## src/core/apc_regs.vh

```
// constants of the architectural event counter block
// assumes: included by bare name from the design files under core/
`ifndef APC_REGS_VH
`define APC_REGS_VH

// register address bases
`define APC_CTR_BASE    32'h000000C1
`define APC_SEL_BASE    32'h00000186

// selector field positions
`define APC_SEL_CODE_LO 0
`define APC_SEL_QUAL_LO 8
`define APC_SEL_USR     16
`define APC_SEL_OS      17
`define APC_SEL_EDGE    18
`define APC_SEL_PC      19
`define APC_SEL_INT     20
`define APC_SEL_EN      22
`define APC_SEL_INV     23
`define APC_SEL_THR_LO  24
`define APC_SEL_WMASK   32'hFFDFFFFF
`define APC_SEL_RST     32'h00000000

// capability word field positions
`define APC_CAP_VER_LO  0
`define APC_CAP_NUM_LO  8
`define APC_CAP_WID_LO  16
`define APC_CAP_EVN_LO  24

// counter write sign bit and reset values
`define APC_WR_SIGN     31
`define APC_CTR_RST     64'h0000000000000000

// per-cycle occurrence count width (popcount of eight lines)
`define APC_OCC_W       4
`define APC_COND_W      8

`endif

```

## src/core/apc_event_qual.v

```verilog
// one event qualifier: unit select, condition mask, threshold, edge, level
// assumes: event lines come from logic on clk; one instance per counter
`include "apc_regs.vh"

module apc_event_qual #(
	parameter NUNITS = 8
) (
	// clock and reset
	input  wire                           clk,
	input  wire                           nrst,
	// event units and processor state
	input  wire [NUNITS*`APC_COND_W-1:0]  ev_cond,
	input  wire [1:0]                     cpl,
	// paired selector contents
	input  wire [31:0]                    sel,
	// amount to add to the counter next cycle
	output reg  [`APC_OCC_W-1:0]          inc
);

	reg  [`APC_COND_W-1:0] cond;
	reg  [`APC_OCC_W-1:0]  occ;
	reg                    prev;
	reg                    fires;
	reg                    allow;
	reg  [`APC_OCC_W-1:0]  next_inc;
	wire [7:0]             code = sel[`APC_SEL_CODE_LO +: 8];
	wire [7:0]             qual = sel[`APC_SEL_QUAL_LO +: 8];
	wire [7:0]             thr  = sel[`APC_SEL_THR_LO +: 8];

	// pick the unit, mask its lines, count hits this cycle
	always @* begin : qual_comb
		integer i;
		i = 0;
		cond = {`APC_COND_W{1'b0}};
		occ = {`APC_OCC_W{1'b0}};
		if (code < NUNITS) begin
			cond = ev_cond[code*`APC_COND_W +: `APC_COND_W];
		end
		for (i = 0; i < `APC_COND_W; i = i + 1) begin
			occ = occ + {{(`APC_OCC_W-1){1'b0}}, cond[i] & qual[i]};
		end
		// threshold compare, flip ignored at zero threshold
		if (thr != 8'h00) begin
			fires = ({4'h0, occ} >= thr) ^ sel[`APC_SEL_INV];
		end else begin
			fires = (occ != {`APC_OCC_W{1'b0}});
		end
		// privilege filters and enable
		allow = sel[`APC_SEL_EN] &
			((sel[`APC_SEL_USR] & (cpl != 2'h0)) |
			(sel[`APC_SEL_OS] & (cpl == 2'h0)));
		if (!allow) begin
			next_inc = {`APC_OCC_W{1'b0}};
		end else if (sel[`APC_SEL_EDGE]) begin
			next_inc = {{(`APC_OCC_W-1){1'b0}}, fires & ~prev};
		end else if (thr != 8'h00) begin
			next_inc = {{(`APC_OCC_W-1){1'b0}}, fires};
		end else begin
			next_inc = occ;
		end
	end

	// previous condition for edge detect, registered amount
	always @(posedge clk or negedge nrst) begin
		if (!nrst) begin
			prev <= 1'b0;
			inc  <= {`APC_OCC_W{1'b0}};
		end else begin
			prev <= fires;
			inc  <= next_inc;
		end
	end

endmodule

```

## src/core/apc_counter_block.v

```verilog
// architectural event counters with their selectors, one logical processor
// assumes: register accesses and event lines are synchronous to clk;
// monitor pins are sampled by a bus running on clk
//
// What this block does
// each logical processor has its own selectors and counters, nothing shared
// capability word bits 7:0 give a version, nonzero means present
// counters sit contiguously from 0C1H; count reported in bits 15:8
// selectors sit contiguously from 186H; selector n drives counter n
// counter width reported in bits 23:16; only those bits read back
// counter writes take low 32 bits, upper bits copy bit 31
// selector bits 7:0 choose the feeding event unit, subset supported
// selector bits 15:8 qualify the condition of the chosen unit
// second capability word is event vector; first gives event count
// bit 16 counts at privilege levels 1, 2 and 3
// bit 17 counts at level 0; both bits count all levels
// bit 18 counts rising transitions only; back-to-back merge
// bit 19 pulses pin per counted event, else only on overflow
// each pin pulse is high for exactly one bus clock
// bit 20 makes overflow raise an interrupt request
// bit 22 enables counting; clear holds the counter
// software clears bit 22 before rewriting the paired counter
// bit 23 flips threshold compare; ignored when threshold is zero
// nonzero threshold adds one in each cycle the compare holds
// zero threshold adds the whole per-cycle occurrence count
// counter wraps all ones to zero at its width; that is overflow
// reset clears selectors and counters; undefined bits read zero
`include "apc_regs.vh"

module apc_counter_block #(
	parameter NCNT     = 4,
	parameter CTR_W    = 40,
	parameter NUNITS   = 8,
	parameter VERSION  = 8'h01,
	parameter NUM_ARCH = 8'h07,
	parameter EVT_VEC  = 32'h00000000
) (
	// clock and reset
	input  wire                          clk,
	input  wire                          nrst,
	// register access port
	input  wire                          msr_rd,
	input  wire                          msr_wr,
	input  wire [31:0]                   msr_addr,
	input  wire [63:0]                   msr_wdata,
	output reg  [63:0]                   msr_rdata,
	output reg                           msr_ack,
	output reg                           msr_fault,
	// capability query
	input  wire                          cap_query,
	output reg  [31:0]                   cap_word0,
	output reg  [31:0]                   cap_word1,
	output reg                           cap_valid,
	// event units and processor state
	input  wire [NUNITS*`APC_COND_W-1:0] ev_cond,
	input  wire [1:0]                    cpl,
	// monitor pins and interrupt requests
	output wire [NCNT-1:0]               monitor_pin,
	output wire [NCNT-1:0]               ovf_irq
);

	// index width for the counter number
	localparam IDX_W = (NCNT > 16) ? 5 : (NCNT > 8) ? 4 :
		(NCNT > 4) ? 3 : (NCNT > 2) ? 2 : 1;
	localparam [63:0] CTR_MASK = {{(64-CTR_W){1'b0}}, {CTR_W{1'b1}}};
	localparam [63:0] CTR_RST  = `APC_CTR_RST;

	// flat views of the per-counter state for the read mux
	wire [NCNT*32-1:0]    sel_flat;
	wire [NCNT*CTR_W-1:0] cnt_flat;

	// address decode results
	wire [IDX_W:0] ctr_dec;
	wire [IDX_W:0] sel_dec;
	wire           ctr_hit = ctr_dec[IDX_W];
	wire           sel_hit = sel_dec[IDX_W];
	wire [IDX_W-1:0] ctr_idx = ctr_dec[IDX_W-1:0];
	wire [IDX_W-1:0] sel_idx = sel_dec[IDX_W-1:0];

	// value loaded into a counter on write, sign-extended from bit 31
	wire [CTR_W-1:0] ctr_load = {{(CTR_W-32){msr_wdata[`APC_WR_SIGN]}},
		msr_wdata[31:0]};

	// decode an address against a contiguous block: {hit, index}
	function [IDX_W:0] apc_dec;
		input [31:0] addr;
		input [31:0] base;
		reg   [31:0] off;
		begin
			off = addr - base;
			if (off < NCNT) begin
				apc_dec = {1'b1, off[IDX_W-1:0]};
			end else begin
				apc_dec = {1'b0, {IDX_W{1'b0}}};
			end
		end
	endfunction

	assign ctr_dec = apc_dec(msr_addr, `APC_CTR_BASE);
	assign sel_dec = apc_dec(msr_addr, `APC_SEL_BASE);

	// one selector, counter, qualifier, pin and request per counter;
	// this whole set is private to the logical processor it serves
	genvar g;
	generate
		for (g = 0; g < NCNT; g = g + 1) begin : chan
			reg  [31:0]             sel;
			reg  [CTR_W-1:0]        cnt;
			reg                     pin;
			reg                     irq;
			wire [`APC_OCC_W-1:0]   inc;
			wire [CTR_W:0]          sum;
			wire                    ovf;
			wire                    wr_sel;
			wire                    wr_cnt;
			wire                    pin_req;

			apc_event_qual #(
				.NUNITS (NUNITS)
			) u_qual (
				.clk     (clk),
				.nrst    (nrst),
				.ev_cond (ev_cond),
				.cpl     (cpl),
				.sel     (sel),
				.inc     (inc)
			);

			assign wr_sel = msr_wr & sel_hit & (sel_idx == g);
			assign wr_cnt = msr_wr & ctr_hit & (ctr_idx == g);
			// carry out of the implemented width is the overflow
			assign sum = {1'b0, cnt} +
				{{(CTR_W+1-`APC_OCC_W){1'b0}}, inc};
			assign ovf = sum[CTR_W] & ~wr_cnt;
			// per-hit pulsing or overflow-only pulsing
			assign pin_req = sel[`APC_SEL_PC] ?
				(inc != {`APC_OCC_W{1'b0}}) & ~wr_cnt : ovf;

			// selector: writable bits only, bit 21 and upper held zero
			always @(posedge clk or negedge nrst) begin
				if (!nrst) begin
					sel <= `APC_SEL_RST;
				end else if (wr_sel) begin
					sel <= msr_wdata[31:0] & `APC_SEL_WMASK;
				end
			end

			// counter: a write wins over counting in the same cycle
			always @(posedge clk or negedge nrst) begin
				if (!nrst) begin
					cnt <= CTR_RST[CTR_W-1:0];
				end else if (wr_cnt) begin
					cnt <= ctr_load;
				end else begin
					cnt <= sum[CTR_W-1:0];
				end
			end

			// pin high one clock, forced low the next; requests that
			// land on the high clock are merged into that pulse
			always @(posedge clk or negedge nrst) begin
				if (!nrst) begin
					pin <= 1'b0;
					irq <= 1'b0;
				end else begin
					pin <= pin_req & ~pin;
					irq <= ovf & sel[`APC_SEL_INT];
				end
			end

			assign monitor_pin[g] = pin;
			assign ovf_irq[g]     = irq;
			assign sel_flat[g*32 +: 32]       = sel;
			assign cnt_flat[g*CTR_W +: CTR_W] = cnt;
		end
	endgenerate

	// read data selection, answered the cycle after the request
	reg [63:0] next_rdata;
	reg        next_fault;

	always @* begin
		next_rdata = 64'h0000000000000000;
		next_fault = 1'b0;
		if (ctr_hit) begin
			// only the implemented low bits are returned
			next_rdata = {{(64-CTR_W){1'b0}},
				cnt_flat[ctr_idx*CTR_W +: CTR_W]} & CTR_MASK;
		end else if (sel_hit) begin
			next_rdata = {32'h00000000,
				sel_flat[sel_idx*32 +: 32]};
		end else begin
			next_fault = 1'b1;
		end
	end

	// register access answer: ack with data, fault on unmapped address
	always @(posedge clk or negedge nrst) begin
		if (!nrst) begin
			msr_rdata <= 64'h0000000000000000;
			msr_ack   <= 1'b0;
			msr_fault <= 1'b0;
		end else begin
			msr_ack   <= msr_rd | msr_wr;
			msr_fault <= (msr_rd | msr_wr) & next_fault;
			if (msr_rd) begin
				msr_rdata <= next_rdata;
			end
		end
	end

	// capability words, captured on a query and held until the next
	always @(posedge clk or negedge nrst) begin
		if (!nrst) begin
			cap_word0 <= 32'h00000000;
			cap_word1 <= 32'h00000000;
			cap_valid <= 1'b0;
		end else begin
			cap_valid <= cap_query;
			if (cap_query) begin
				cap_word0 <= {NUM_ARCH[7:0],
					CTR_W[7:0],
					NCNT[7:0],
					VERSION[7:0]};
				cap_word1 <= EVT_VEC;
			end
		end
	end

endmodule

```

## config.mk

```make
export PLATFORM = sky130hd
export DESIGN_NAME = apc_counter_block
export DESIGN_NICKNAME = d
export VERILOG_FILES = /design/src/core/apc_event_qual.v /design/src/core/apc_counter_block.v
export VERILOG_INCLUDE_DIRS = /design/src /design/src/core
export SDC_FILE = /design/constraint.sdc
export NUM_CORES = 1
export LEC_CHECK = 0
export BUFFER_PORTS_ARGS = -buffer_cell sky130_fd_sc_hd__buf_4
export CELL_PAD_IN_SITES_DETAIL_PLACEMENT = 0
export CELL_PAD_IN_SITES_GLOBAL_PLACEMENT = 2
export CORE_MARGIN = 5
export CORE_UTILIZATION = 35
export CTS_CLUSTER_DIAMETER = 200
export DETAILED_ROUTE_END_ITERATION = 12
export MAX_ROUTING_LAYER = met4
export PLACE_DENSITY_LB_ADDON = 0.1
export SLEW_MARGIN = 20
export SYNTH_ARGS = -nofsm -noshare
export SYNTH_HDL_FRONTEND = slang
export SYNTH_SLANG_ARGS = --single-unit
```

## constraint.sdc

```tcl
create_clock -name clk -period 5.95 [get_ports clk]
set_clock_uncertainty 0.2 [all_clocks]
set_input_delay 0.2975 -clock clk [delete_from_list [all_inputs] [get_ports clk]]
set_output_delay 0.2975 -clock clk [all_outputs]
set_load 0.05 [all_outputs]
```

==> results.txt <==
----------------------------------------------------
[Logic synthesis]
  Post-synthesis cell type with the largest combined area ... sky130_fd_sc_hd__dfrtp_1
  Most instantiated library cell after synthesis ... sky130_fd_sc_hd__dfrtp_1
  Total of flip-flops plus latches after synthesis ... 356
  Area contributors post-synth ... sky130_fd_sc_hd__dfrtp_1 38%, sky130_fd_sc_hd__mux4_2 12%, sky130_fd_sc_hd__mux2_1 6.2%
  Number of enable flip-flop cells after synthesis ... 0
  Synth warnings ... 0
  Most used flip-flop cell after synthesis ... sky130_fd_sc_hd__dfrtp_1
  Gate count after technology mapping ... 2,220
  Number of library cell types mapped by synthesis ... 75
  Sequential share of the synthesized area ... 38.3%
  Top cells by count, synth ... 356 x sky130_fd_sc_hd__dfrtp_1, 249 x sky130_fd_sc_hd__nor2_1, 207 x sky130_fd_sc_hd__a21oi_1
  Mean post-synth cell area ... 10.5 um2
  Asr flop ratio synth ... 100%
  Area share of the leading cell type in the synthesized netlist ... 38.3%
  Synthesized cell area ... 0.0233 mm2

[Clock network]
  Clock Latency Late Sink ... 590 ps
  Clock slew at reported path FFs ... 60 ps
  CTS tree ... built
  Clock Root Buffer ... sky130_fd_sc_hd__clkbuf_16
  H-tree Lvls ... 2
  Largest buffer count on any clock path ... 3
  Sinks on Clock Net ... 356
  Number of buffers inserted by post-CTS setup repair ... 0
  Number of buffers created by CTS ... 45

[Floorplan]
  Initial standard-cell utilization of the core ... 35.3%
  Site Rows ... 94
  Width of the die ... 268 um
  Area enclosed by the die boundary ... 0.0717 mm2
  I/O pins ... 306
  Y dimension of the die ... 268 um
  Area of the core region ... 0.0659 mm2

[Setup path]
  Data arrival time of the worst path ... 5780 ps
  Category of the most critical setup path ... reg -> reg
  Type of destination of the critical path ... register
  Required @ worst endpoint ... 6200 ps
  Critical path launch point type ... register
  Maximum fanout count along the critical path ... 5

[Timing]
  Final Hold Fails ... 0
  Min cycle time layout ... 5530 ps
  Total Neg Setup Slack ... 0 ps
  Relative slew margins ... 31.7%
  Pins over their slew limit ... 0
  Hold slack ... 186 ps
  Final count of negative-setup-slack endpoints ... 0
  Unrepaired setup endpoints after global routing ... false
  Max Fclk ... 181 MHz
  Setup WS post-layout ... 418 ps
  Period utilisation layout ... 93.0%
  Transition time at the pin with the least slew margin ... 1020 ps

[Drt]
  Length of the first detailed-routing pass in iterations ... 4
  Total length of routed met3 wires ... 3030 um
  Residual DRC ... 0
  Remaining antenna violation count after routing ... 0
  Total routed wirelength ... 79,900 um
  Total number of vias ... 17,741
  Routed length on met1 ... 36,100 um
  Iter 0 DRT Violations ... 1,143
  Highest layer used for signal routing ... met4
  Routed wirelength normalized by instance count ... 24.3 um
  Number of vias per cell ... 5.40
  Met2 routed WL ... 39,600 um

[Status]
  Result of the run ... complete, no violations

[Power and ir drop]
  Power density relative to cell area ... 213 mW/mm2
  Fraction of power consumed by combinational cells ... 10.7%
  Net switching power figure ... 1540 uW
  Cell-internal power ... 4170 uW
  Overall Power ... 5710 uW
  Largest voltage drop on the vdd net ... 184 uV
  Leakage ... 0.0114 uW
  Power share of the clock group ... 46.4%
  Switching part of the total ... 27.0%
  Sequential share of power ... 42.8%

[Global routing]
  All-Layer GR Usage ... 22.8%
  Global-route congestion overflow total ... 0
  First-pass GRT wire length ... 121,000 um
  Number of global-route vias before repair ... 18,546
  Maximum number of pins on one net before global-route repair ... 135
  Antenna violations before repair ... 1

[Final layout]
  Combined area of the multi-input logic cells ... 0.0131 mm2
  Fill cells ... 6,485
  Post-route cell area ... 0.0269 mm2
  Final-stage net count ... 2,628
  Area delta synth->final ... 15.5%
  Ratio of cells with drive above 1 in the final layout ... 19.9%
  Area taken by flip-flops and latches ... 0.00891 mm2

[Placement]
  Placed Instance Area ... 0.0251 mm2
  Global placement routability congestion ... 0.845
  Dpl ws ... 406 ps
  HPWL Detailed ... 58,700 um
  IO buf count ... 192

[Hold path]
  Hold crit path type ... in -> reg

[Run]
  # Max-Cap Violations ... 0

----------------------------------------------------
[sequential cells by signal (all words and copies together) (netlist names)]
signal / flops
chan.cnt: 160
chan.sel: 124
msr_rdata: 40
chan.u_qual.inc: 16
chan.irq: 4
chan.pin: 4
chan.u_qual.prev: 4
cap_valid: 1
cap_word0: 1
msr_ack: 1
msr_fault: 1
[metal layers]
layer,vias up,track usage (%)
met5,-,-
met2,411,38.2
met3,82,2.32
li1,8174,-
met4,0,3.75
met1,9074,30.8
[final cells by class]
type                            instances  share of cell area, %
Antenna cell                            2                 0.0186
Clock buffer                           65                   4.96
Clock inverter                         11                  0.261
Inverter                               85                   1.19
Multi-Input combinational cell       1646                   48.7
Sequential cell                       356                   33.2
Tap cell                              864                   4.02
Timing Repair Buffer                  259                   7.68
[power groups by stage]
stage	Combinational (uW)	Clock (uW)	Sequential [uW]
detailed placement	599	0	2490
global route	658	2810	2450
finish	613	2650	2450
floorplan	320	0	2540
global placement	595	0	2490
CTS	620	2730	2450
[critical path: stages, from the launching register on]
cell,delay (ps)
sky130_fd_sc_hd__dfrtp_1,490
sky130_fd_sc_hd__mux4_2,540
sky130_fd_sc_hd__mux2i_1,180
sky130_fd_sc_hd__nor2_1,90
sky130_fd_sc_hd__ha_1,280
sky130_fd_sc_hd__inv_1,80
sky130_fd_sc_hd__fa_1,540
sky130_fd_sc_hd__inv_1,60
sky130_fd_sc_hd__fa_1,530
sky130_fd_sc_hd__inv_1,60
sky130_fd_sc_hd__fa_1,470
sky130_fd_sc_hd__fa_1,590
sky130_fd_sc_hd__inv_1,60
sky130_fd_sc_hd__ha_1,260
sky130_fd_sc_hd__a21o_1,160
sky130_fd_sc_hd__a21o_1,170
sky130_fd_sc_hd__a21oi_1,150
sky130_fd_sc_hd__nor2_1,70
sky130_fd_sc_hd__xor2_1,160
sky130_fd_sc_hd__a22oi_1,190
sky130_fd_sc_hd__o22ai_1,90
[logic make-up after synthesis]
family / after synthesis / share of synthesized area [%]
compound gates: 338 / 8.47
xor+xnor: 169 / 6.37
fa+ha+maj: 68 / 4.30
buf+inv: 298 / 6.91
flops: 356 / 38.3
mux: 307 / 21.0
other cells: 1 / 0.0161
simple gates: 683 / 14.6
[stage by stage]
stage | cells | util, %
2_1_floorplan | 2300 | -
3_3_place_gp | 3175 | 38.1
3_5_place_dp | 3175 | 38.1
4_1_cts | 3286 | 40.8
5_1_grt | 3286 | 40.8
6_report | 3288 | 40.8
[final timing paths]
kind,from,to,slack (ps),cells after the start
worst max-delay path,chan[0].sel[0]$_DFFE_PN0P_,chan[0].u_qual.inc[0]$_DFF_PN0_,420,20
worst min-delay path,msr_rd,msr_rdata[19]$_DFFE_PN0P_,190,2
worst max register to register,chan[0].sel[0]$_DFFE_PN0P_,chan[0].u_qual.inc[0]$_DFF_PN0_,420,20
worst min register to register,chan[2].sel[16]$_DFFE_PN0P_,chan[2].sel[16]$_DFFE_PN0P_,310,1
max in group asynchronous,nrst,chan[0].sel[16]$_DFFE_PN0P_,4070,3
min in group asynchronous,nrst,chan[3].irq$_DFF_PN0_,210,2
[cell usage in the layout, fill, tap and decap left out, types with 12 or more instances in the layout]
master | Yosys | final
sky130_fd_sc_hd__dfrtp_1 | 356 | 356
sky130_fd_sc_hd__nor2_1 | 249 | 249
sky130_fd_sc_hd__buf_4 | 101 | 221
sky130_fd_sc_hd__a21oi_1 | 207 | 207
sky130_fd_sc_hd__mux4_2 | 129 | 129
sky130_fd_sc_hd__mux2_1 | 129 | 129
sky130_fd_sc_hd__nand2_1 | 107 | 107
sky130_fd_sc_hd__xor2_1 | 99 | 99
sky130_fd_sc_hd__nand3_1 | 100 | 97
sky130_fd_sc_hd__inv_1 | 84 | 84
sky130_fd_sc_hd__conb_1 | 1 | 81
sky130_fd_sc_hd__xnor2_1 | 70 | 70
sky130_fd_sc_hd__and3_1 | 48 | 48
sky130_fd_sc_hd__ha_1 | 48 | 47
sky130_fd_sc_hd__clkbuf_16 | 0 | 46
sky130_fd_sc_hd__a22oi_1 | 39 | 39
sky130_fd_sc_hd__dlygate4sd3_1 | 0 | 35
sky130_fd_sc_hd__nand4_1 | 34 | 34
sky130_fd_sc_hd__mux2_2 | 32 | 32
sky130_fd_sc_hd__o21ai_0 | 22 | 22
sky130_fd_sc_hd__nor3_1 | 22 | 22
sky130_fd_sc_hd__nor4_1 | 21 | 21
sky130_fd_sc_hd__fa_1 | 20 | 20
sky130_fd_sc_hd__nor2b_1 | 17 | 17
sky130_fd_sc_hd__mux2i_1 | 17 | 17
sky130_fd_sc_hd__or4_1 | 15 | 15
sky130_fd_sc_hd__a21o_1 | 15 | 15
sky130_fd_sc_hd__nand2b_1 | 12 | 12
[timing repair]
item                                    CTS  global route
gates resized for setup                   0             0
endpoints found under the setup margin    0             0
hold buffers                             35             0
hold endpoints to repair                365             0
Power figures use the tool's default switching activity.
